--- config.mk ---
export PLATFORM = sky130hd
export DESIGN_NAME = sci_top
export DESIGN_NICKNAME = d
export VERILOG_FILES = /design/src/logic/sci_top.v /design/src/logic/sci_uart_rx.v /design/src/logic/sci_uart_tx.v
export VERILOG_INCLUDE_DIRS = /design/src /design/src/logic
export SDC_FILE = /design/constraint.sdc
export NUM_CORES = 1
export LEC_CHECK = 0
export BUFFER_PORTS_ARGS = -buffer_cell sky130_fd_sc_hd__buf_2
export CORE_ASPECT_RATIO = 0.75
export CORE_UTILIZATION = 62
export DETAILED_ROUTE_END_ITERATION = 10
export GPL_TIMING_DRIVEN = 0
export PLACE_DENSITY = 0.84
export SETUP_SLACK_MARGIN = 0.5
export SYNTH_ARGS = -nofsm -noshare
export SYNTH_HDL_FRONTEND = slang
export SYNTH_SLANG_ARGS = --single-unit
--- constraint.sdc ---
create_clock -name clk -period 38.2 [get_ports clk]
set_input_delay 5.73 -clock clk [delete_from_list [all_inputs] [get_ports clk]]
set_output_delay 5.73 -clock clk [all_outputs]
set_load 0.02 [all_outputs]
--- src/logic/sci_consts.vh ---
// constants shared by the serial command interpreter files
`ifndef SCI_CONSTS_VH
`define SCI_CONSTS_VH

// clock and serial line framing
`define SCI_CLK_HZ      100000000
`define SCI_BAUD        9600
`define SCI_DATA_BITS   4'h8
`define SCI_FRAME_BITS  4'h9
`define SCI_TCP_PORT    16'h0017

// character codes
`define SCI_CH_CR       8'h0D
`define SCI_CH_TAB      8'h09
`define SCI_CH_SP       8'h20
`define SCI_CH_BANG     8'h21
`define SCI_CH_STAR     8'h2A
`define SCI_CH_DOT      8'h2E
`define SCI_CH_ZERO     8'h30
`define SCI_CH_ONE      8'h31
`define SCI_CH_NINE     8'h39
`define SCI_CH_EQ       8'h3D
`define SCI_CH_GT       8'h3E
`define SCI_CH_QUERY    8'h3F
`define SCI_CH_D        8'h44
`define SCI_CH_R        8'h52

// last digit of the ?1x error replies
`define SCI_ERR_CMD     8'h30
`define SCI_ERR_ARG1    8'h31
`define SCI_ERR_ARG2    8'h32
`define SCI_ERR_ARG3    8'h33
`define SCI_ERR_PHASE   8'h34

// query numbers after the star
`define SCI_Q_MOIST     18'h0_0002
`define SCI_Q_VER       18'h0_0003
`define SCI_Q_LOG_ALL   18'h0_0004
`define SCI_Q_TEMP      18'h0_0005
`define SCI_Q_RAW       18'h0_0007
`define SCI_Q_LOG_LAST  18'h0_0008
`define SCI_Q_LOG_V2    18'h0_0009
`define SCI_Q_WATER     18'h0_000A

// argument limits
`define SCI_RECIPE_MAX  18'h0_00FF
`define SCI_DRY_MAX     18'h0_7D00
`define SCI_NUM_SAT     18'h0_6665

// protocol compatibility modes
`define SCI_MODE_NATIVE 3'h0
`define SCI_MODE_V1     3'h1
`define SCI_MODE_V2     3'h2
`define SCI_MODE_L5     3'h3
`define SCI_MODE_L4     3'h4

// fields per log record for each mode
`define SCI_FLD_NATIVE  7'h42
`define SCI_FLD_V1      7'h30
`define SCI_FLD_V2      7'h42
`define SCI_FLD_L5      7'h14
`define SCI_FLD_L4      7'h14

// version text, eight characters, value arbitrary
`define SCI_VERSION     64'h7631_2E30_2E30_2E30

`endif

--- src/logic/sci_top.v ---
// serial command interpreter: parser, responder and line framing
`timescale 1ns/1ns
`include "sci_consts.vh"
// Summary of operation
// - serial 9600 baud, 8N1, no flow control
// - same protocol offered on network port 23
// - mode selects native or four legacy variants
// - every reply ends with one carriage return
// - successful write answers exclamation mark
// - read returns value as ASCII text
// - bad command ?10, bad argument ?11
// - phase-restricted command outside phase gives ?14
// - recipe select, standby only, answers !
// - dry weight 1 to 32000, standby only
// - status readings answered in any phase
// - full log streamed tab separated
// - last record, current or second variant format
// - tab character between log values
// - log field set follows compatibility mode
// - version string answered in any phase
module sci_top #(
  parameter BIT_CYCLES = `SCI_CLK_HZ / `SCI_BAUD
) (
  // clock and reset
  input  wire        clk,
  input  wire        rst,
  // serial line
  input  wire        ser_rxd,
  output wire        ser_txd,
  // network byte stream
  input  wire [7:0]  net_rx_data,
  input  wire        net_rx_valid,
  output wire [7:0]  net_tx_data,
  output reg         net_tx_valid_q,
  input  wire        net_tx_ready,
  output reg  [15:0] net_port_q,
  // settings and mix phase
  input  wire [2:0]  proto_mode,
  input  wire        in_standby,
  // live readings, hundredths or tenths
  input  wire [15:0] moisture_val,
  input  wire [15:0] temp_val,
  input  wire [15:0] unscaled_val,
  input  wire [15:0] water_val,
  // recipe control
  output reg  [7:0]  recipe_next_q,
  output reg         recipe_sel_q,
  output reg  [15:0] dry_weight_q,
  output reg         dry_weight_wr_q,
  // mix log store
  input  wire [7:0]  log_count,
  output reg  [7:0]  log_rec_q,
  output reg  [6:0]  log_fld_q,
  output reg  [2:0]  log_fmt_q,
  input  wire [15:0] log_data
);
  localparam [2:0] PS_START  = 3'h0;
  localparam [2:0] PS_LETTER = 3'h1;
  localparam [2:0] PS_ONE    = 3'h2;
  localparam [2:0] PS_EQ     = 3'h3;
  localparam [2:0] PS_NUM    = 3'h4;

  localparam [2:0] RS_IDLE   = 3'h0;
  localparam [2:0] RS_TEXT   = 3'h1;
  localparam [2:0] RS_CR     = 3'h2;
  localparam [2:0] RS_NUM    = 3'h3;
  localparam [2:0] RS_SEP    = 3'h4;
  localparam [2:0] RS_LOAD   = 3'h5;
  localparam [2:0] RS_VER    = 3'h6;

  // one decimal digit of a 16-bit value
  function [3:0] dec_digit;
    input [15:0] v;
    input [2:0]  i;
    reg   [15:0] q;
    reg   [15:0] r;
    begin
      case (i)
        3'h0:    q = v;
        3'h1:    q = v / 16'h000A;
        3'h2:    q = v / 16'h0064;
        3'h3:    q = v / 16'h03E8;
        default: q = v / 16'h2710;
      endcase
      r         = q % 16'h000A;
      dec_digit = r[3:0];
    end
  endfunction

  // fields per record for a log format
  function [6:0] fld_total;
    input [2:0] fmt;
    begin
      case (fmt)
        `SCI_MODE_V1: fld_total = `SCI_FLD_V1;
        `SCI_MODE_V2: fld_total = `SCI_FLD_V2;
        `SCI_MODE_L5: fld_total = `SCI_FLD_L5;
        `SCI_MODE_L4: fld_total = `SCI_FLD_L4;
        default:      fld_total = `SCI_FLD_NATIVE;
      endcase
    end
  endfunction

  wire [7:0]  ser_rx_byte;
  wire        ser_rx_valid;
  wire        ser_tx_ready;
  reg         ser_tx_valid_q;
  reg  [7:0]  out_ch_q;
  reg         put_q;
  reg         resp_net_q;

  // parse state, the receive buffer of the current command
  reg  [2:0]  ps_stage_q;
  reg         ps_star_q;
  reg         ps_dry_q;
  reg         ps_bad_q;
  reg         ps_dig_q;
  reg         ps_over_q;
  reg  [17:0] ps_num_q;
  reg         exec_q;
  reg         src_net_q;

  // response state
  reg  [2:0]  rs_q;
  reg  [23:0] txt_q;
  reg  [1:0]  txt_n_q;
  reg  [15:0] num_val_q;
  reg  [2:0]  num_idx_q;
  reg  [2:0]  num_frac_q;
  reg         num_dot_q;
  reg         num_go_q;
  reg         num_log_q;
  reg         log_all_q;
  reg  [2:0]  ver_i_q;

  wire        ch_valid = ser_rx_valid | net_rx_valid;
  wire [7:0]  ch       = ser_rx_valid ? ser_rx_byte : net_rx_data;
  wire        ch_dig   = (ch >= `SCI_CH_ZERO) && (ch <= `SCI_CH_NINE);
  wire [17:0] num_x10  = {ps_num_q[14:0], 3'b000} + {ps_num_q[16:0], 1'b0}
                         + {14'h0000, ch[3:0]};
  wire        free     = !ser_tx_valid_q && !net_tx_valid_q && !put_q;
  wire        start_ex = (rs_q == RS_IDLE) && exec_q && free;
  wire [3:0]  cur_dig  = dec_digit(num_val_q, num_idx_q);
  wire [63:0] ver_sh   = `SCI_VERSION >> {~ver_i_q, 3'b000};
  wire [7:0]  ver_ch   = ver_sh[7:0];
  wire [7:0]  last_rec = log_count - 8'h01;
  wire [7:0]  next_rec = log_rec_q + 8'h01;
  wire [6:0]  next_fld = log_fld_q + 7'h01;

  assign net_tx_data = out_ch_q;

  // serial framing at the fixed rate
  sci_uart_rx #(
    .BIT_CYCLES (BIT_CYCLES)
  ) u_rx (
    .clk        (clk),
    .rst        (rst),
    .rxd        (ser_rxd),
    .rx_byte_q  (ser_rx_byte),
    .rx_valid_q (ser_rx_valid)
  );

  sci_uart_tx #(
    .BIT_CYCLES (BIT_CYCLES)
  ) u_tx (
    .clk        (clk),
    .rst        (rst),
    .tx_byte    (out_ch_q),
    .tx_valid   (ser_tx_valid_q),
    .tx_ready   (ser_tx_ready),
    .txd        (ser_txd)
  );

  // command assembly, one character at a time
  always @(posedge clk)
  begin
    if (rst || start_ex)
    begin
      // buffer cleared as the answer starts
      ps_stage_q <= PS_START;
      ps_star_q  <= 1'b0;
      ps_dry_q   <= 1'b0;
      ps_bad_q   <= 1'b0;
      ps_dig_q   <= 1'b0;
      ps_over_q  <= 1'b0;
      ps_num_q   <= 18'h0_0000;
      exec_q     <= 1'b0;
      if (rst)
        src_net_q <= 1'b0;
    end
    // a finished command holds off further input until it runs
    else if (ch_valid && !exec_q)
    begin
      if (ch == `SCI_CH_CR)
      begin
        exec_q    <= 1'b1;
        src_net_q <= !ser_rx_valid;
      end
      else
        case (ps_stage_q)
          PS_START:
            if (ch == `SCI_CH_GT)
              ps_stage_q <= PS_LETTER;
            else if (ch == `SCI_CH_STAR)
            begin
              ps_star_q  <= 1'b1;
              ps_stage_q <= PS_NUM;
            end
            else
              ps_bad_q <= 1'b1;
          PS_LETTER:
          begin
            ps_dry_q   <= (ch == `SCI_CH_D);
            ps_bad_q   <= ps_bad_q | ((ch != `SCI_CH_D) && (ch != `SCI_CH_R));
            ps_stage_q <= PS_ONE;
          end
          PS_ONE:
          begin
            ps_bad_q   <= ps_bad_q | (ch != `SCI_CH_ONE);
            ps_stage_q <= PS_EQ;
          end
          PS_EQ:
            if (ch == `SCI_CH_EQ)
              ps_stage_q <= PS_NUM;
            else if (ch != `SCI_CH_SP)
              ps_bad_q <= 1'b1;
          PS_NUM:
            if (ch_dig)
            begin
              ps_dig_q <= 1'b1;
              // flag ps_over_q rather than wrap, so huge values answer ?10
              if (ps_num_q > `SCI_NUM_SAT)
                ps_over_q <= 1'b1;
              else
                ps_num_q <= num_x10;
            end
            else if (ch != `SCI_CH_SP)
              ps_bad_q <= 1'b1;
          default:
            ps_bad_q <= 1'b1;
        endcase
    end
  end

  // output byte handshake to whichever channel asked
  always @(posedge clk)
  begin
    if (rst)
    begin
      ser_tx_valid_q <= 1'b0;
      net_tx_valid_q <= 1'b0;
      net_port_q     <= 16'h0000;
    end
    else
    begin
      net_port_q <= `SCI_TCP_PORT;
      if (put_q)
      begin
        ser_tx_valid_q <= !resp_net_q;
        net_tx_valid_q <= resp_net_q;
      end
      else
      begin
        if (ser_tx_ready)
          ser_tx_valid_q <= 1'b0;
        if (net_tx_ready)
          net_tx_valid_q <= 1'b0;
      end
    end
  end

  // decoding and reply generation
  always @(posedge clk)
  begin
    if (rst)
    begin
      rs_q            <= RS_IDLE;
      put_q           <= 1'b0;
      out_ch_q        <= 8'h00;
      resp_net_q      <= 1'b0;
      txt_q           <= 24'h00_0000;
      txt_n_q         <= 2'h0;
      num_val_q       <= 16'h0000;
      num_idx_q       <= 3'h0;
      num_frac_q      <= 3'h0;
      num_dot_q       <= 1'b0;
      num_go_q        <= 1'b0;
      num_log_q       <= 1'b0;
      log_all_q       <= 1'b0;
      ver_i_q         <= 3'h0;
      log_rec_q       <= 8'h00;
      log_fld_q       <= 7'h00;
      log_fmt_q       <= `SCI_MODE_NATIVE;
      recipe_next_q   <= 8'h00;
      recipe_sel_q    <= 1'b0;
      dry_weight_q    <= 16'h0000;
      dry_weight_wr_q <= 1'b0;
    end
    else
    begin
      put_q           <= 1'b0;
      recipe_sel_q    <= 1'b0;
      dry_weight_wr_q <= 1'b0;
      if (rs_q == RS_IDLE)
      begin
        if (start_ex)
        begin
          resp_net_q <= src_net_q;
          num_idx_q  <= 3'h4;
          num_dot_q  <= 1'b0;
          num_go_q   <= 1'b0;
          num_log_q  <= 1'b0;
          log_all_q  <= 1'b0;
          log_fld_q  <= 7'h00;
          ver_i_q    <= 3'h0;
          rs_q       <= RS_TEXT;
          txt_q      <= {`SCI_CH_QUERY, `SCI_CH_ONE, `SCI_ERR_CMD};
          txt_n_q    <= 2'h3;
          if (ps_bad_q || !ps_dig_q || ps_over_q || ps_stage_q != PS_NUM)
            rs_q <= RS_TEXT;
          else if (ps_star_q)
            case (ps_num_q)
              `SCI_Q_MOIST:
              begin
                num_val_q  <= moisture_val;
                num_frac_q <= 3'h2;
                rs_q       <= RS_NUM;
              end
              `SCI_Q_TEMP:
              begin
                num_val_q  <= temp_val;
                num_frac_q <= 3'h1;
                rs_q       <= RS_NUM;
              end
              `SCI_Q_RAW:
              begin
                num_val_q  <= unscaled_val;
                num_frac_q <= 3'h2;
                rs_q       <= RS_NUM;
              end
              `SCI_Q_WATER:
              begin
                num_val_q  <= water_val;
                num_frac_q <= 3'h1;
                rs_q       <= RS_NUM;
              end
              `SCI_Q_VER:
                rs_q <= RS_VER;
              // whole log from the oldest record
              `SCI_Q_LOG_ALL:
              begin
                log_all_q <= 1'b1;
                log_rec_q <= 8'h00;
                num_log_q <= 1'b1;
                log_fmt_q <= proto_mode;
                rs_q      <= (log_count == 8'h00) ? RS_CR : RS_LOAD;
              end
              `SCI_Q_LOG_LAST,
              `SCI_Q_LOG_V2:
              begin
                log_rec_q <= last_rec;
                num_log_q <= 1'b1;
                log_fmt_q <= (ps_num_q == `SCI_Q_LOG_V2) ? `SCI_MODE_V2 : proto_mode;
                rs_q      <= (log_count == 8'h00) ? RS_CR : RS_LOAD;
              end
              default:
                rs_q <= RS_TEXT;
            endcase
          else if (!in_standby)
            txt_q <= {`SCI_CH_QUERY, `SCI_CH_ONE, `SCI_ERR_PHASE};
          else if (ps_dry_q)
          begin
            if (ps_num_q == 18'h0_0000 || ps_num_q > `SCI_DRY_MAX)
              txt_q <= {`SCI_CH_QUERY, `SCI_CH_ONE, `SCI_ERR_ARG1};
            else
            begin
              dry_weight_q    <= ps_num_q[15:0];
              dry_weight_wr_q <= 1'b1;
              txt_q           <= {`SCI_CH_BANG, 16'h0000};
              txt_n_q         <= 2'h1;
            end
          end
          // recipe select; store makes blank one if missing
          else if (ps_num_q == 18'h0_0000 || ps_num_q > `SCI_RECIPE_MAX)
            txt_q <= {`SCI_CH_QUERY, `SCI_CH_ONE, `SCI_ERR_ARG1};
          else
          begin
            recipe_next_q <= ps_num_q[7:0];
            recipe_sel_q  <= 1'b1;
            txt_q         <= {`SCI_CH_BANG, 16'h0000};
            txt_n_q       <= 2'h1;
          end
        end
      end
      else if (free)
        case (rs_q)
          RS_TEXT:
          begin
            out_ch_q <= txt_q[23:16];
            put_q    <= 1'b1;
            txt_q    <= {txt_q[15:0], 8'h00};
            txt_n_q  <= txt_n_q - 2'h1;
            if (txt_n_q == 2'h1)
              rs_q <= RS_CR;
          end
          RS_VER:
          begin
            out_ch_q <= ver_ch;
            put_q    <= 1'b1;
            ver_i_q  <= ver_i_q + 3'h1;
            if (ver_i_q == 3'h7)
              rs_q <= RS_CR;
          end
          RS_CR:
          begin
            out_ch_q <= `SCI_CH_CR;
            put_q    <= 1'b1;
            rs_q     <= RS_IDLE;
          end
          RS_LOAD:
          begin
            // store answers the address one cycle after it moves
            num_val_q  <= log_data;
            num_frac_q <= 3'h0;
            num_idx_q  <= 3'h4;
            num_dot_q  <= 1'b0;
            num_go_q   <= 1'b0;
            rs_q       <= RS_NUM;
          end
          RS_NUM:
            if (num_frac_q != 3'h0 && !num_dot_q && num_idx_q == num_frac_q - 3'h1)
            begin
              out_ch_q  <= `SCI_CH_DOT;
              put_q     <= 1'b1;
              num_dot_q <= 1'b1;
            end
            else if (!num_go_q && cur_dig == 4'h0 && num_idx_q > num_frac_q)
              num_idx_q <= num_idx_q - 3'h1;
            else
            begin
              out_ch_q  <= {4'h3, cur_dig};
              put_q     <= 1'b1;
              num_go_q  <= 1'b1;
              num_idx_q <= num_idx_q - 3'h1;
              if (num_idx_q == 3'h0)
                rs_q <= num_log_q ? RS_SEP : RS_CR;
            end
          RS_SEP:
            if (next_fld < fld_total(log_fmt_q))
            begin
              out_ch_q  <= `SCI_CH_TAB;
              put_q     <= 1'b1;
              log_fld_q <= next_fld;
              rs_q      <= RS_LOAD;
            end
            else if (log_all_q && next_rec < log_count)
            begin
              out_ch_q  <= `SCI_CH_CR;
              put_q     <= 1'b1;
              log_rec_q <= next_rec;
              log_fld_q <= 7'h00;
              rs_q      <= RS_LOAD;
            end
            else
              rs_q <= RS_CR;
          default:
            rs_q <= RS_IDLE;
        endcase
    end
  end
endmodule

--- src/logic/sci_uart_rx.v ---
// serial receiver, 8 data bits, no parity, one stop bit
`timescale 1ns/1ns
`include "sci_consts.vh"
module sci_uart_rx #(
  parameter BIT_CYCLES = 10416
) (
  // clock and reset
  input  wire       clk,
  input  wire       rst,
  // line
  input  wire       rxd,
  // received byte
  output reg  [7:0] rx_byte_q,
  output reg        rx_valid_q
);
  localparam [15:0] BIT_LAST  = BIT_CYCLES - 1;
  localparam [15:0] BIT_HALF  = BIT_CYCLES / 2;
  localparam [1:0]  ST_IDLE   = 2'h0;
  localparam [1:0]  ST_START  = 2'h1;
  localparam [1:0]  ST_DATA   = 2'h2;
  localparam [1:0]  ST_STOP   = 2'h3;

  reg [1:0]  st_q;
  reg [15:0] cnt_q;
  reg [3:0]  nb_q;

  always @(posedge clk)
  begin
    if (rst)
    begin
      st_q       <= ST_IDLE;
      cnt_q      <= 16'h0000;
      nb_q       <= 4'h0;
      rx_byte_q  <= 8'h00;
      rx_valid_q <= 1'b0;
    end
    else
    begin
      rx_valid_q <= 1'b0;
      cnt_q      <= cnt_q + 16'h0001;
      case (st_q)
        ST_IDLE:
        begin
          cnt_q <= 16'h0000;
          if (!rxd)
            st_q <= ST_START;
        end
        ST_START:
          if (cnt_q == BIT_HALF)
          begin
            // glitch shorter than half a bit is not a start
            cnt_q <= 16'h0000;
            nb_q  <= 4'h0;
            st_q  <= rxd ? ST_IDLE : ST_DATA;
          end
        ST_DATA:
          if (cnt_q == BIT_LAST)
          begin
            cnt_q     <= 16'h0000;
            rx_byte_q <= {rxd, rx_byte_q[7:1]};
            nb_q      <= nb_q + 4'h1;
            if (nb_q == `SCI_DATA_BITS - 4'h1)
              st_q <= ST_STOP;
          end
        ST_STOP:
          if (cnt_q == BIT_LAST)
          begin
            // framing error drops the byte
            rx_valid_q <= rxd;
            st_q       <= ST_IDLE;
          end
        default:
          st_q <= ST_IDLE;
      endcase
    end
  end
endmodule

--- src/logic/sci_uart_tx.v ---
// serial transmitter, 8 data bits, no parity, one stop bit
`timescale 1ns/1ns
`include "sci_consts.vh"
module sci_uart_tx #(
  parameter BIT_CYCLES = 10416
) (
  // clock and reset
  input  wire       clk,
  input  wire       rst,
  // byte to send
  input  wire [7:0] tx_byte,
  input  wire       tx_valid,
  output wire       tx_ready,
  // line
  output wire       txd
);
  localparam [15:0] BIT_LAST = BIT_CYCLES - 1;

  reg [9:0]  sh_q;
  reg [15:0] cnt_q;
  reg [3:0]  nb_q;
  reg        busy_q;

  assign tx_ready = !busy_q;
  // idle line sits at the shifter's ones, so txd is a flop
  assign txd      = sh_q[0];

  always @(posedge clk)
  begin
    if (rst)
    begin
      sh_q   <= 10'h3FF;
      cnt_q  <= 16'h0000;
      nb_q   <= 4'h0;
      busy_q <= 1'b0;
    end
    else if (!busy_q)
    begin
      if (tx_valid)
      begin
        sh_q   <= {1'b1, tx_byte, 1'b0};
        cnt_q  <= 16'h0000;
        nb_q   <= 4'h0;
        busy_q <= 1'b1;
      end
    end
    else if (cnt_q == BIT_LAST)
    begin
      cnt_q <= 16'h0000;
      sh_q  <= {1'b1, sh_q[9:1]};
      nb_q  <= nb_q + 4'h1;
      if (nb_q == `SCI_FRAME_BITS)
        busy_q <= 1'b0;
    end
    else
      cnt_q <= cnt_q + 16'h0001;
  end
endmodule

==> summary.md, run 1 <==
| Metric | Value |
|---|---|
| Post-synth cell types | `101` |
| Top_reg_cell synth | `dfxtp_1` |
| Final estimated routing congestion in global placement | `0.975` |
| H-tree depth | `4` |
| EDFF count, synth | `1` |
| CTS Buf Count | `17` |
| Die Ht | `149 um` |
| Cts repair resizes | `0` |
| Largest net degree at the start of global routing | `30` |
| Synth top area cells | `dfxtp_1, ha_1, nor2_1` |
| Status | `completed` |
| Max_cap viols | `0` |
| Maximum clock frequency | `0.0311 GHz` |
| CTS Hold Buffers Added | `0` |
| Seq/Total Area, Yosys | `21.1%` |
| Yosys reg bits | `188` |
| WS Path Type | `flop to flop` |
| Slew Viols, Final | `0` |
| Layout Nets | `approximately 2800` |
| # Post-CTS Setup Buffers | `0` |
| Starting density of the core | `63.3%` |
| Drc violations | `0` |
| R2R Path End | `net_tx_data[0]$_SDFFE_PP0P_` |
| Flop-to-flop setup slack | `around 6.0 ns` |
| Worst r2r src | `num_idx_q[2]$_SDFFE_PP0P_` |
| Commonest cells in the netlist | `nor2_1, a21oi_1, dfxtp_1` |
| Row Count | `53` |
| TNS Setup | `0 ns` |
| Fill cells | `2319` |
| Mapped cell area | `~18000 um^2` |
| Post-DR vias/cell | `6.43` |
| Worst Path Arrival | `roughly 33 ns` |
| Clk root buf | `clkbuf_16` |
| CORE AREA | `28200 um^2` |
| Fin crit period | `32.20 ns` |
| Final setup vio count | `0` |
| Number of global-route vias before repair | `17549` |
| Crit. End Element | `flop` |
| Initial antenna violation count | `3` |
| Syn-to-layout area delta | `11.1%` |
| Total track usage | `37.1%` |
| Fin Hold WS | `0.472 ns` |
| YS warnings | `0` |
| Syn_area_per_cell | `7.57 um^2` |
| Slew @ Worst Pin | `1.21 ns` |
| Hpwl dp | `42400 um` |
| Max IR drop VDD | `0.0454 mV` |
| Die area | `between 20000 and 30000 um^2` |
| Clock sinks | `188` |
| Routed vias | `18993` |
| Period Utilization, post-route | `84.3%` |
| Clock latency on the worst-skew pair | `0.45 ns` |
| CTS Buffer Depth | `2` |
| Initial DRC count | `between 1500 and 2000` |
| Top-count cell post-synth | `nor2_1` |
| Async set-or-reset flop fraction in the synthesized netlist | `0%` |
| CP Launch Type | `flop` |
| First-pass GRT wire length | `around 88000 um` |
| Clock transition at path regs | `0.08 ns` |
| Overall power | `0.573 mW` |
| Syn Inst Count | `2359` |
| Leakage power | `around 8.2 nW` |
| Die width | `198 um` |
| Total gr overflow | `0` |
| Most used cell, CP | `o21a_1` |
| Drt wl/cell | `18.7 um` |
| Worst setup path endpoint | `net_tx_data[0]$_SDFFE_PP0P_` |
| Critical path peak fanout | `13` |
| Layout cells sized above 1 | `12.2%` |
| Slowest CP cell | `nand2_1` |
| Post-route ant nets | `0` |
| DRT Wirelength | `55100 um` |
| Cells on worst reg2reg path | `126` |
| Hold Vio Cnt, Final | `0` |
| Cell type with the largest total area after synthesis | `dfxtp_1` |
| Hold WC Path Type | `flop to flop` |
| Yosys top cell area share | `21.0%` |
| Crit path from | `num_idx_q[2]$_SDFFE_PP0P_` |
| Clock Skew | `0.00858 ns` |
| Relative slew slack | `18.2%` |
| CP required | `around 39 ns` |
| I/O pin count | `175` |
| RSZ-0062 raised after global routing | `no` |
| CP peak stage delay | `0.74 ns` |
| PD cells | `about 29 nW/um^2` |
| PortBufs | `160` |
| CTS tree | `built` |
| Drt first pass iters | `6` |
==> state kept, by name (all words and copies together) (netlist names), 4 cells and up, named ones only <==
name,flops
u_tx.sh_q,9
u_tx.nb_q,4
log_fld_q,7
net_tx_data,7
dry_weight_q,16
num_val_q,16
u_rx.cnt_q,16
txt_q,10
recipe_next_q,8
log_rec_q,8
ps_num_q,18
u_tx.cnt_q,16
u_rx.rx_byte_q,8
u_rx.nb_q,4
==> stage by stage <==
step	utilization [%]	setup slack, ns	cells	area, um^2
floorplan	-	11.47	2371	17900
global route	70.4	3.90	2953	19800
detailed placement	68.2	6.95	2919	19200
finish	70.4	6.00	2954	19800
CTS	70.3	6.79	2951	19800
global placement	68.0	6.53	2916	19200
==> power by group <==
part / switching (mW) / internal, mW
clock: 0.0899 / 0.0941
sequential: 0.00956 / 0.207
combinational: 0.114 / 0.0583
==> cell usage in the layout (no fill, tap or decap), drive strengths merged, types with 65 or more instances in the layout <==
cell type	count
nor2	345
buf	201
a21oi	191
dfxtp	187
ha	178
nand2	166
clkbuf	112
o21ai	110
nor3	95
mux2i	90
inv	90
xnor2	71
nand3	65
==> worst min path at each step <==
| stage | start | end | slack (ns) | depth (start not counted) |
|---|---|---|---|---|
| after floorplan | u_rx.cnt_q[0]$_SDFF_PP0_ | u_rx.cnt_q[0]$_SDFF_PP0_ | 0.43 | 1 |
| after global placement | u_rx.cnt_q[0]$_SDFF_PP0_ | u_rx.cnt_q[0]$_SDFF_PP0_ | 0.44 | 1 |
| after detailed placement | txt_q[0]$_SDFFE_PP0P_ | txt_q[0]$_SDFFE_PP0P_ | 0.45 | 2 |
| after CTS | txt_q[0]$_SDFFE_PP0P_ | txt_q[0]$_SDFFE_PP0P_ | 0.46 | 2 |
| after global routing | txt_q[0]$_SDFFE_PP0P_ | txt_q[0]$_SDFFE_PP0P_ | 0.49 | 2 |
| final | txt_q[0]$_SDFFE_PP0P_ | txt_q[0]$_SDFFE_PP0P_ | 0.47 | 2 |
==> final cells by class <==
cell class                      instances  area, um^2  share of cell area [%]
Multi-Input combinational cell       1969       13200                    66.7
Buffer                                132         589                    2.97
Sequential cell                       188        3770                    19.0
Antenna cell                            3        7.51                  0.0379
Tap cell                              385         482                    2.43
Timing Repair Buffer                  163         838                    4.23
Clock inverter                         14         169                   0.852
Inverter                               82         308                    1.55
Clock buffer                           18         429                    2.16
==> cells by family (layout without fill, tap and decap cells) <==
| group | count (synthesis) | in the layout | share of synthesized area [%] |
|---|---|---|---|
| other | 1 | 16 | 0.0210 |
| adder cells (fa/ha/maj) | 180 | 180 | 12.7 |
| multiplexers | 128 | 128 | 7.47 |
| AO/OA/AOI/OAI | 654 | 654 | 24.6 |
| AND/OR/NAND/NOR | 893 | 893 | 24.0 |
| XOR/XNOR | 101 | 101 | 4.96 |
| buffers and inverters | 214 | 409 | 5.03 |
| flip-flops | 188 | 188 | 21.1 |
==> layer usage <==
metal	wire length [um]	up-vias	track usage, %
met2	23200	897	56.8
met1	25000	8895	52.5
met5	0	-	0
met4	1640	0	12.2
li1	-	9069	-
met3	5230	132	6.35
==> critical path: cells and delay by family (launching register included) <==
kind,cells,cell delay (ns)
AOI/OAI and AO/OA,67,15.88
buffers and inverters,14,3.75
muxes,4,1.51
and+or+nand+nor,28,5.94
DFF,1,0.49
adders and majority gates,13,4.46
(Power assumes the default switching activity.)
==> run 2, diff against run 1 <==
--- a/config.mk
+++ b/config.mk
@@ -8,10 +8,10 @@
 export LEC_CHECK = 0
 export BUFFER_PORTS_ARGS = -buffer_cell sky130_fd_sc_hd__buf_2
 export CORE_ASPECT_RATIO = 0.75
-export CORE_UTILIZATION = 62
+export CORE_UTILIZATION = 56
 export DETAILED_ROUTE_END_ITERATION = 10
 export GPL_TIMING_DRIVEN = 0
-export PLACE_DENSITY = 0.84
+export PLACE_DENSITY = 0.8
 export SETUP_SLACK_MARGIN = 0.5
 export SYNTH_ARGS = -nofsm -noshare
 export SYNTH_HDL_FRONTEND = slang
==> constraint.sdc (replaced) <==
create_clock -name clk -period 26.8 [get_ports clk]
set_input_delay 4.02 -clock clk [delete_from_list [all_inputs] [get_ports clk]]
set_output_delay 4.02 -clock clk [all_outputs]
set_load 0.02 [all_outputs]
==> summary.md, run 2 (same netlist as run 1, synthesis figures left out) <==
| Metric | Value |
|---|---|
| I/O pin count | `175` |
| Max IR drop VDD | `0.0495 mV` |
| Die area | `32600 um^2` |
| Leakage power | `8.88 nW` |
| Drt wl/cell | `19.4 um` |
| Row Count | `56` |
| Initial DRC count | `between 2000 and 2500` |
| Slew @ Worst Pin | `between 1 and 1.5 ns` |
| CP required | `about 27 ns` |
| Commonest non-fill, non-tap cells in the layout | `nor2_1, dfxtp_1, a21oi_1, buf_2, nand2_1` |
| First-pass GRT wire length | `a little under 90000 um` |
| Drt first pass iters | `6` |
| Syn-to-layout area delta | `21.8%` |
| Hold Vio Cnt, Final | `0` |
| Flop-to-flop setup slack | `0.93 ns` |
| Final Util | `slightly below 70%` |
| Die Ht | `157 um` |
| Crit path max-delay family | `compound AO/OA/AOI/OAI gates` |
| Total gr overflow | `0` |
| Initial antenna violation count | `2` |
| Max_cap viols | `0` |
| DRT Wirelength | `between 50000 and 60000 um` |
| Relative slew slack | `around a quarter` |
| Worst setup path endpoint | `net_tx_data[3]$_SDFFE_PP0P_` |
| WS Path Type | `flop to flop` |
| Design Area, Final | `21700 um^2` |
| Most used cell, CP | `o21a_1` |
| TNS Setup | `0 ns` |
| Bufs and invs on worst path | `17` |
| PD cells | `just under 40 nW/um^2` |
| Cells on worst reg2reg path | `131` |
| CORE AREA | `31300 um^2` |
| Total track usage | `roughly 34%` |
| Crit path from | `num_idx_q[0]$_SDFFE_PP0P_` |
| Clock transition at path regs | `roughly 0.070 ns` |
| DP Area | `19300 um^2` |
| Worst r2r src | `num_idx_q[0]$_SDFFE_PP0P_` |
| CTS Hold Buffers Added | `0` |
| Crit. End Element | `flop` |
| Fin crit period | `25.87 ns` |
| Critical path peak fanout | `10` |
| Clk root buf | `clkbuf_16` |
| Post-DR vias/cell | `6.48` |
| Slew Viols, Final | `0` |
| Status | `completed` |
| Maximum clock frequency | `0.0387 GHz` |
| Hpwl dp | `42500 um` |
| Layout cells sized above 1 | `20.3%` |
| Clock Skew | `0.00974 ns` |
| Layout Nets | `2926` |
| CTS Buffer Depth | `2` |
| Hold WC Path Type | `flop to flop` |
| CP Depth | `131` |
| Drc violations | `0` |
| Die width | `208 um` |
| CP peak stage delay | `around 0.55 ns` |
| R2R Path End | `net_tx_data[3]$_SDFFE_PP0P_` |
| PortBufs | `160` |
| Period Utilization, post-route | `between 90% and 100%` |
| Worst Path Arrival | `26.16 ns` |
| Slowest CP cell | `or4b_4` |
| Largest net degree at the start of global routing | `30` |
| Final setup vio count | `0` |
| Fin Hold WS | `0.458 ns` |
| Flip-flop count of the largest register after layout | `18` |
| Number of global-route vias before repair | `17424` |
| Starting density of the core | `57.0%` |
| Commonest non-fill, non-tap cell in the layout | `nor2_1` |
| Most flops, register | `ps_num_q` |
| H-tree depth | `4` |
| RSZ-0062 raised after global routing | `no` |
| CTS Buf Count | `17` |
| Routed vias | `19839` |
| Clock latency on the worst-skew pair | `0.44 ns` |
| CTS tree | `built` |
| Clock sinks | `188` |
| Overall power | `0.856 mW` |
| CP Launch Type | `flop` |
| Final estimated routing congestion in global placement | `0.991` |
| Post-route ant nets | `0` |
run 2: cell count changes in the layout (fill, tap and decap cells not counted), moves of 6 or more:
cell      previous run  this run
buf_4               17       108
ha_1               178       145
ha_4                 0        30
a21oi_1            191       171
a21oi_2              0        18
o21ai_0             95        77
clkbuf_1            95        86
nand2_1            166       159
o21ai_1             12        19
buf_2              175       169
o21ai_2              3         9
run 2: routing by layer:
metal  wire [um]  vias to the layer above  global-route usage (%)
li1            -                     9251                       -
met1       26000                     9318                    46.8
met2       25600                     1092                    52.6
met3        6080                      176                    6.56
met4        1640                        2                    8.75
met5          11                        -                       0
run 2: stage by stage:
step	setup WS (ns)	instances
2_1_floorplan	0.586	2371
3_3_place_gp	-3.80	2937
3_5_place_dp	-4.60	2939
4_1_cts	0.505	3003
5_1_grt	0.0694	3060
6_report	0.928	3061
run 2: repair_timing:
| action | CTS | global route |
|---|---|---|
| resized for setup | 123 | 124 |
| setup endpoints to repair | 12 | 12 |
| pin swaps | 24 | 70 |
| buffers inserted | 32 | 56 |
run 2: final cells by class:
type | count | area, um^2
flip-flops and latches | 188 | 3780
repair buffers | 251 | 1520
clock buffers | 20 | 457
well taps | 406 | 508
multi-input cells | 1969 | 14300
clock inverters | 12 | 185
plain buffers | 132 | 699
fillers | 2472 | 9580
diodes | 1 | 2.50
inverters | 82 | 314
run 2: power breakdown:
part           switching, mW  internal (mW)  leakage, nW
Combinational          0.172         0.0942         7.04
Sequential            0.0148          0.295         1.52
Clock                  0.118          0.163        0.317
Total                  0.304          0.552         8.88
run 2: worst min path at each step:
| stage | from | to | slack [ns] | cells after the start |
|---|---|---|---|---|
| after floorplan | u_rx.cnt_q[0]$_SDFF_PP0_ | u_rx.cnt_q[0]$_SDFF_PP0_ | 0.43 | 1 |
| after detailed placement | txt_q[0]$_SDFFE_PP0P_ | txt_q[0]$_SDFFE_PP0P_ | 0.45 | 2 |
| after global placement | u_rx.cnt_q[0]$_SDFF_PP0_ | u_rx.cnt_q[0]$_SDFF_PP0_ | 0.44 | 1 |
| after CTS | txt_q[0]$_SDFFE_PP0P_ | txt_q[0]$_SDFFE_PP0P_ | 0.45 | 2 |
| after global routing | txt_q[10]$_SDFFE_PP0P_ | txt_q[10]$_SDFFE_PP0P_ | 0.48 | 2 |
| final | txt_q[0]$_SDFFE_PP0P_ | txt_q[0]$_SDFFE_PP0P_ | 0.46 | 2 |
run 2: worst register-to-register path: cells and delay by family, from the launching register on:
kind                       cells  cell delay, ns
buffers and inverters         17            2.48
adders and majority gates     13            3.84
AOI/OAI and AO/OA             68           12.45
DFF                            1            0.37
and+or+nand+nor               33            6.60
